<file path="src/verilog/dmr_map.vh">
// Constants for the DRAM mode register block: command codes,
// field positions, encodings and timing counts.
// Assumes a 15-bit mode word on the address bus and a 3-bit bank address.
`ifndef DMR_MAP_VH
`define DMR_MAP_VH

// Command encoding {cs_n, ras_n, cas_n, we_n}
`define DMR_CMD_LOAD_MODE   4'h0
`define DMR_CMD_READ        4'h5
`define DMR_CMD_WRITE       4'h4
`define DMR_BANK_MODE       3'h0
`define DMR_AP_BIT          10

// Mode word layout
`define DMR_WORD_W          15
`define DMR_BL_LSB          0
`define DMR_BL_MSB          2
`define DMR_BT_BIT          3
`define DMR_CL_LSB          4
`define DMR_CL_MSB          6
`define DMR_TM_BIT          7
`define DMR_DLLR_BIT        8
`define DMR_WR_LSB          9
`define DMR_WR_MSB          11
`define DMR_PD_BIT          12

// Encodings
`define DMR_BL_CODE4        3'h2
`define DMR_BL_CODE8        3'h3
`define DMR_RESET_WORD      15'h0000

// Timing
`define DMR_DLL_LOCK_CYC    8'hC8
`define DMR_MRD_CYC         2'h2
`define DMR_FAST_EXIT_CYC   4'h2
`define DMR_SLOW_EXIT_CYC   4'h8

`endif

</file>
<file path="src/verilog/dmr_burst_order.v">
// Column address for each beat of a burst, from start, length and type.
// Assumes beat index is held stable by the caller.
`timescale 1ns/1ns
module dmr_burst_order
(
  // Burst setup
  input  wire       burstLen8,
  input  wire       interleaved,
  input  wire [2:0] startCol,
  input  wire [2:0] beatIdx,
  // Resulting low column bits
  output wire [2:0] beatCol
);

  wire [1:0] seqLow;
  wire [2:0] ilv;

  // Sequential low two bits wrap inside nibble
  assign seqLow = startCol[1:0] + beatIdx[1:0];
  // Interleaved order is a plain xor
  assign ilv = startCol ^ beatIdx;
  // Length four keeps bit 2 of start; length eight flips nibble on beat 4
  assign beatCol = interleaved ?
                   (burstLen8 ? ilv : {startCol[2], ilv[1:0]}) :
                   (burstLen8 ? {startCol[2] ^ beatIdx[2], seqLow} : {startCol[2], seqLow});

endmodule

</file>
<file path="src/verilog/dmr_mode_reg.v">
// Mode register of a DDR-style DRAM, loaded by the load-mode command.
// Assumes commands are sampled on clk from controller logic on the same clock.
//
// Notes on behaviour
// - Load-mode with bank bits 000 latches the address bus into the register.
// - Fields hold until the next load; array data is untouched.
// - Burst length field selects four or eight, for reads and writes.
// - Burst stays in aligned block; low bits give start; wraps.
// - Bit 3 selects sequential or interleaved order.
// - Length four: start plus beat mod four, or start xor beat.
// - Length eight: xor over three bits, or nibble-based sequential.
// - Test bit set: no field written, test mode entered.
// - DLL restart bit starts a reset, then clears itself.
// - Write with auto precharge precharges write-recovery clocks after last data.
// - Power-down bit zero: fast exit, DLL running.
// - Power-down bit one: slow exit, DLL may freeze.
// - Column read latency is a whole count 3 to 6; the code passes any field value 0 to 7 through unchecked.
// - Read data starts column read latency after the read edge.
// - Posted extra latency delays an early read internally.
// - Total read latency is posted plus column; write latency one less.
`timescale 1ns/1ns
`include "dmr_map.vh"
module dmr_mode_reg
(
  // Clock and reset
  input  wire        clk,
  input  wire        sys_rst,
  // Command bus
  input  wire [3:0]  cmdCode,
  input  wire [2:0]  bankAddr,
  input  wire [14:0] addrBus,
  // Posted extra latency from the extended register
  input  wire [2:0]  posted_extra_latency,
  // Power-down requests
  input  wire        activePowerDown,
  // Mode state
  output reg  [14:0] operating_mode_config,
  output reg  [3:0]  burst_len,
  output reg  [2:0]  column_read_latency,
  output reg  [3:0]  total_read_latency,
  output reg  [3:0]  writeLatency,
  output reg         testModeActive,
  output reg         dllResetPulse,
  output reg         dllLocked,
  output reg         modeSetBusy,
  output reg         lowPowerSlowExit,
  output reg  [3:0]  powerDownExitCycles,
  // Burst engine
  output reg         readDataValid,
  output reg         writeBurstActive,
  output reg  [2:0]  burstColumn,
  output reg         autoPrechargeStart
);

  reg  [2:0]  wrRecov;
  reg  [2:0]  beat_r;
  reg  [2:0]  startCol_r;
  reg         inBurst_r;
  reg         isWrite_r;
  reg         autoPre_r;
  reg  [3:0]  latCnt_r;
  reg         latRun_r;
  reg  [3:0]  recCnt_r;
  reg         recRun_r;
  reg  [7:0]  dllCnt_r;
  reg  [1:0]  mrdCnt_r;
  wire [2:0]  beatCol;
  wire        loadHit;
  wire        burstLen8;
  wire        isRead;
  wire        isWrite;
  wire [2:0]  lastBeat;
  reg  [2:0]  clCycles;

  // Mode-register decode
  assign loadHit   = (cmdCode == `DMR_CMD_LOAD_MODE) && (bankAddr == `DMR_BANK_MODE);
  assign burstLen8 = (operating_mode_config[`DMR_BL_MSB:`DMR_BL_LSB] == `DMR_BL_CODE8);
  assign isRead    = (cmdCode == `DMR_CMD_READ);
  assign isWrite   = (cmdCode == `DMR_CMD_WRITE);
  assign lastBeat  = burstLen8 ? 3'h7 : 3'h3;

  // Column latency and recovery codes decoded to counts
  always @*
  begin
    clCycles = operating_mode_config[`DMR_CL_MSB:`DMR_CL_LSB];
    wrRecov  = operating_mode_config[`DMR_WR_MSB:`DMR_WR_LSB] + 3'h1;
  end

  // Mode register store, test guard, self-clearing restart bit
  always @(posedge clk)
  begin
    if (sys_rst)
    begin
      operating_mode_config <= `DMR_RESET_WORD;
      testModeActive        <= 1'b0;
      dllResetPulse         <= 1'b0;
    end
    else
    begin
      dllResetPulse <= 1'b0;
      if (loadHit)
      begin
        if (addrBus[`DMR_TM_BIT])
          testModeActive <= 1'b1;
        else
        begin
          testModeActive        <= 1'b0;
          operating_mode_config <= addrBus & ~(15'h0001 << `DMR_DLLR_BIT);
          dllResetPulse         <= addrBus[`DMR_DLLR_BIT];
        end
      end
    end
  end

  // Derived latency and power-down outputs
  always @(posedge clk)
  begin
    if (sys_rst)
    begin
      burst_len           <= 4'h4;
      column_read_latency <= 3'h0;
      total_read_latency  <= 4'h0;
      writeLatency        <= 4'h0;
      lowPowerSlowExit    <= 1'b0;
      powerDownExitCycles <= `DMR_FAST_EXIT_CYC;
    end
    else
    begin
      burst_len           <= burstLen8 ? 4'h8 : 4'h4;
      column_read_latency <= clCycles;
      total_read_latency  <= {1'b0, posted_extra_latency} + {1'b0, clCycles};
      writeLatency        <= {1'b0, posted_extra_latency} + {1'b0, clCycles} - 4'h1;
      lowPowerSlowExit    <= activePowerDown & operating_mode_config[`DMR_PD_BIT];
      powerDownExitCycles <= operating_mode_config[`DMR_PD_BIT] ?
                             `DMR_SLOW_EXIT_CYC : `DMR_FAST_EXIT_CYC;
    end
  end

  // DLL lock counter and mode-set delay tracker
  always @(posedge clk)
  begin
    if (sys_rst)
    begin
      dllCnt_r    <= 8'h00;
      dllLocked   <= 1'b0;
      mrdCnt_r    <= 2'h0;
      modeSetBusy <= 1'b0;
    end
    else
    begin
      if (dllResetPulse)
      begin
        dllCnt_r  <= `DMR_DLL_LOCK_CYC;
        dllLocked <= 1'b0;
      end
      else if (dllCnt_r != 8'h00)
        dllCnt_r <= dllCnt_r - 8'h01;
      else
        dllLocked <= 1'b1;
      if (loadHit)
        mrdCnt_r <= `DMR_MRD_CYC;
      else if (mrdCnt_r != 2'h0)
        mrdCnt_r <= mrdCnt_r - 2'h1;
      modeSetBusy <= loadHit || (mrdCnt_r > 2'h1);
    end
  end

  // Burst sequencer: latency wait, beats, write recovery
  always @(posedge clk)
  begin
    if (sys_rst)
    begin
      beat_r             <= 3'h0;
      startCol_r         <= 3'h0;
      inBurst_r          <= 1'b0;
      isWrite_r          <= 1'b0;
      autoPre_r          <= 1'b0;
      latCnt_r           <= 4'h0;
      latRun_r           <= 1'b0;
      recCnt_r           <= 4'h0;
      recRun_r           <= 1'b0;
      readDataValid      <= 1'b0;
      writeBurstActive   <= 1'b0;
      burstColumn        <= 3'h0;
      autoPrechargeStart <= 1'b0;
    end
    else
    begin
      autoPrechargeStart <= 1'b0;
      if ((isRead || isWrite) && !testModeActive && !latRun_r && !inBurst_r)
      begin
        latRun_r   <= 1'b1;
        isWrite_r  <= isWrite;
        autoPre_r  <= addrBus[`DMR_AP_BIT];
        startCol_r <= addrBus[2:0];
        // Posted plus column latency, less one for writes, less two for burst and flag stages
        latCnt_r   <= {1'b0, posted_extra_latency} + {1'b0, clCycles}
                      - (isWrite ? 4'h3 : 4'h2);
      end
      else if (latRun_r)
      begin
        if (latCnt_r == 4'h0)
        begin
          latRun_r  <= 1'b0;
          inBurst_r <= 1'b1;
          beat_r    <= 3'h0;
        end
        else
          latCnt_r <= latCnt_r - 4'h1;
      end
      else if (inBurst_r)
      begin
        if (beat_r == lastBeat)
        begin
          inBurst_r <= 1'b0;
          if (isWrite_r && autoPre_r)
          begin
            recRun_r <= 1'b1;
            recCnt_r <= {1'b0, wrRecov} - 4'h1;
          end
        end
        else
          beat_r <= beat_r + 3'h1;
      end
      if (recRun_r)
      begin
        if (recCnt_r == 4'h0)
        begin
          recRun_r           <= 1'b0;
          autoPrechargeStart <= 1'b1;
        end
        else
          recCnt_r <= recCnt_r - 4'h1;
      end
      readDataValid    <= inBurst_r && !isWrite_r;
      writeBurstActive <= inBurst_r && isWrite_r;
      burstColumn      <= beatCol;
    end
  end

  // Column ordering within a burst
  dmr_burst_order uOrder
  (
    .burstLen8   (burstLen8),
    .interleaved (operating_mode_config[`DMR_BT_BIT]),
    .startCol    (startCol_r),
    .beatIdx     (beat_r),
    .beatCol     (beatCol)
  );

endmodule

</file>
<file path="config.mk">
export PLATFORM = sky130hd
export DESIGN_NAME = dmr_mode_reg
export DESIGN_NICKNAME = d
export VERILOG_FILES = /design/src/verilog/dmr_burst_order.v /design/src/verilog/dmr_mode_reg.v
export VERILOG_INCLUDE_DIRS = /design/src /design/src/verilog
export SDC_FILE = /design/constraint.sdc
export NUM_CORES = 1
export LEC_CHECK = 0
export BUFFER_PORTS_ARGS = -buffer_cell sky130_fd_sc_hd__buf_2
export CORE_ASPECT_RATIO = 1.2
export CORE_UTILIZATION = 53
export DETAILED_ROUTE_END_ITERATION = 10
export PLACE_DENSITY = 0.82
export SYNTH_ARGS = -nofsm -noshare
export SYNTH_HDL_FRONTEND = slang
export SYNTH_SLANG_ARGS = --single-unit
</file>
<file path="constraint.sdc">
create_clock -name clk -period 2.6 [get_ports clk]
set_clock_uncertainty 0.2 [all_clocks]
set_input_delay 0.13 -clock clk [delete_from_list [all_inputs] [get_ports clk]]
set_output_delay 0.13 -clock clk [all_outputs]
set_load 0.03 [all_outputs]
</file>
==> impl_metrics.csv <==
group,metric,value,unit
routing,vias,2534,
critical_path,cp-end-kind,"register",
floorplan,core,5300,µm²
global_routing,grt_pass1_wl,11100,µm
place,dpl.hpwl,4320,µm
synth,yosys_warnings,0,
floorplan,row_count,29,
timing,clock.fmax,435,MHz
timing,period_minus_slack,2300,ps
routing,drtAntennaViolNets,0,
global_routing,grt_pass1_vias,2492,
routing,routed_via_density,5.35,
cts,cts.reportedPaths.clkPinSlew,70,ps
floorplan,pin_count,73,
cts,h-tree-depth,3,
critical_path,crit_required,2630,ps
synth,synthDistinctLibCells,53,
min_path,hold_depth,4,
finish,mostFrequentLayoutCells,"68 x dfxtp_1, 66 x buf_2, 35 x nand2_1, 30 x nor2_1, 27 x a21oi_1",
floorplan,die_x,69.8,µm
timing,relSlewSlack,61.3,%
timing,timing_hold_violations_final,0,
timing,rsz0062_at_grt,"false",
critical_path,crit_fanout,5,
min_path,min_path_type,"input port to register",
min_path,whs_endpoint,"total_read_latency[3]",
synth,syn_inst,323,
cts,cts_sinks,68,
finish,finish.utilization,69.7,%
timing,setup_viol,0,
critical_path,r2r_start,"operating_mode_config[4]",
place,gp_congestion,0.795,
timing,slew_violations,0,
floorplan,floorplan.die_area,5820,µm²
finish,final_common_cell,"dfxtp_1",
power_and_ir_drop,ir_drop,0.000588,V
floorplan,die_h,83.4,µm
critical_path,path_class,"input port to register",
finish,antenna_cells,0,
synth,ys_async_sr_fraction,0,%
critical_path,cp-start-kind,"input port",
cts,postCtsResizedCells,0,
timing,setup_tns,0,ps
routing,wl,6720,µm
floorplan,start_util,55.2,%
finish,area_growth,26.4,%
cts,clock_latency,340,ps
critical_path,timing.rr.end,"latCnt_r[1]",
routing,drc,0,
timing,post-route-period-util,88.3,%
global_routing,overflow,0,
cts,cts-root-buf,"clkbuf_8",
power_and_ir_drop,p_per_area,752,nW/µm²
synth,ys_ff_latch,68,
synth,syn_area,2920,µm²
finish,drive_above_1_share,21.8,%
place,numPortBuffers,66,
synth,yosysSeqAreaShare,46.6,%
status,status,"finished, final reports clean",
min_path,worstHoldStart,"posted_extra_latency[2]",
global_routing,grt_max_degree,22,
global_routing,track_usage,24.2,%
synth,avgSynthCellArea,9.05,µm²
critical_path,worstRegToRegCells,8,
cts,cts_buffers,9,
timing,tightest_slew,576,ps
cts,clockBufferDepth,2,
power_and_ir_drop,p_leak,1.65,nW
synth,ys.flop_type,"dfxtp_1",
critical_path,r2r_slack,350,ps
global_routing,antenna_found_initial,0,
routing,drtIter0Drc,119,
cts,tritoncts,"yes",
synth,synth_edf_count,0,
routing,wl_per_cell,14.2,µm
routing,firstDrtPassIters,4,
job,maxCapViolCount,0,
critical_path,cp.arrival,2330,ps
finish,layout.nets,448,
how the worst max path moves through the flow:
stage | start | endpoint | slack, ps | depth (start not counted)
final | posted_extra_latency[0] | latCnt_r[1] | 300 | 10
after detailed placement | operating_mode_config[4] | latCnt_r[1] | 390 | 8
after CTS | posted_extra_latency[0] | latCnt_r[1] | 330 | 10
after global routing | posted_extra_latency[0] | latCnt_r[1] | 190 | 10
after floorplan | operating_mode_config[4] | latCnt_r[1] | 280 | 8
after global placement | operating_mode_config[4] | latCnt_r[1] | 470 | 8
synth_stat cells, types with 2 or more instances:
cell type  instances  share of area, %
nand2_1           35               4.5
o31ai_1            2              0.51
nor3_1             9               1.5
clkbuf_1           7              0.90
dfxtp_1           68                47
xor2_1             7               2.1
nor2_1            30               3.9
and3_1             4              0.86
ha_1              12               5.1
inv_1             18               2.3
buf_4              7               1.8
a31oi_1            4              0.86
o21ai_0            8               1.4
nand4_1            3              0.64
nand3_1            8               1.4
xnor2_1            8               2.4
mux2i_1            4               1.4
buf_2              3              0.51
a21oi_1           27               4.6
and2_1             4              0.86
nor3b_1            3              0.77
o211ai_1           5               1.3
o22a_1             4               1.2
nor2b_1            9               1.9
a211oi_1           2              0.51
or3_1              3              0.64
and3b_1            3              0.90
timing repair:
| action | CTS | global route |
|---|---|---|
| setup buffers | 0 | 0 |
| hold buffers | 18 | 0 |
| endpoints found under the hold margin | 30 | 0 |
per-stage QoR:
step | cell area [µm²] | instances | setup slack [ps] | power, mW | hold WS [ps]
final | 3690 | 474 | 303 | 2.78 | 18.3
after global routing | 3690 | 474 | 192 | 2.90 | 23.2
after CTS | 3690 | 474 | 332 | 2.78 | 1.70
after detailed placement | 3260 | 440 | 394 | 1.70 | 134
after global placement | 3260 | 440 | 473 | 1.68 | 129
after floorplan | 2940 | 328 | 277 | 1.60 | 25.6
registers in the layout (all words and copies together) (netlist names), 4 cells and up:
name / cells
operating_mode_config: 13
writeLatency: 4
latCnt_r: 4
total_read_latency: 4
recCnt_r: 4
dllCnt_r: 8
routing by layer:
metal / share of wire (%) / vias up / GRT usage, %
met5: 0 / - / 0
met4: 1.5 / 0 / 10.7
met3: 5.2 / 9 / 6.55
met2: 52 / 76 / 42.4
met1: 41 / 1182 / 26.9
li1: - / 1267 / -
power breakdown:
part | internal [mW] | switching [mW]
clock network | 0.688 | 0.381
registers | 1.12 | 0.0779
logic | 0.224 | 0.282
total | 2.04 | 0.741
critical path, cell delays in order:
cell and delay (ps):
dlygate4sd3_1 530, buf_2 100, ha_1 160, inv_1 60, fa_1 560, inv_1 60
ha_1 300, nor2_1 100, a32oi_1 110, o211a_1 220
logic make-up (layout without fill, tap and decap cells):
group	Yosys count	in the layout	share of synthesized area (%)
XOR/XNOR	15	15	4.49
AND/OR/NAND/NOR	121	121	21.5
adder cells (fa/ha/maj)	13	13	5.82
buffers and inverters	37	121	6.04
other	1	6	0.128
flip-flops	68	68	46.6
AO/OA/AOI/OAI	63	63	13.6
multiplexers	5	5	1.88
cell type report:
| class | count | area [µm²] |
|---|---|---|
| Sequential cell | 68 | 1360 |
| Timing Repair Buffer | 87 | 533 |
| Tap cell | 62 | 77.6 |
| Fill cell | 384 | 1600 |
| Clock inverter | 4 | 95.1 |
| Inverter | 18 | 67.6 |
| Multi-Input combinational cell | 223 | 1400 |
| Clock buffer | 12 | 155 |
Note: power is estimated with default switching activity, not from simulation.
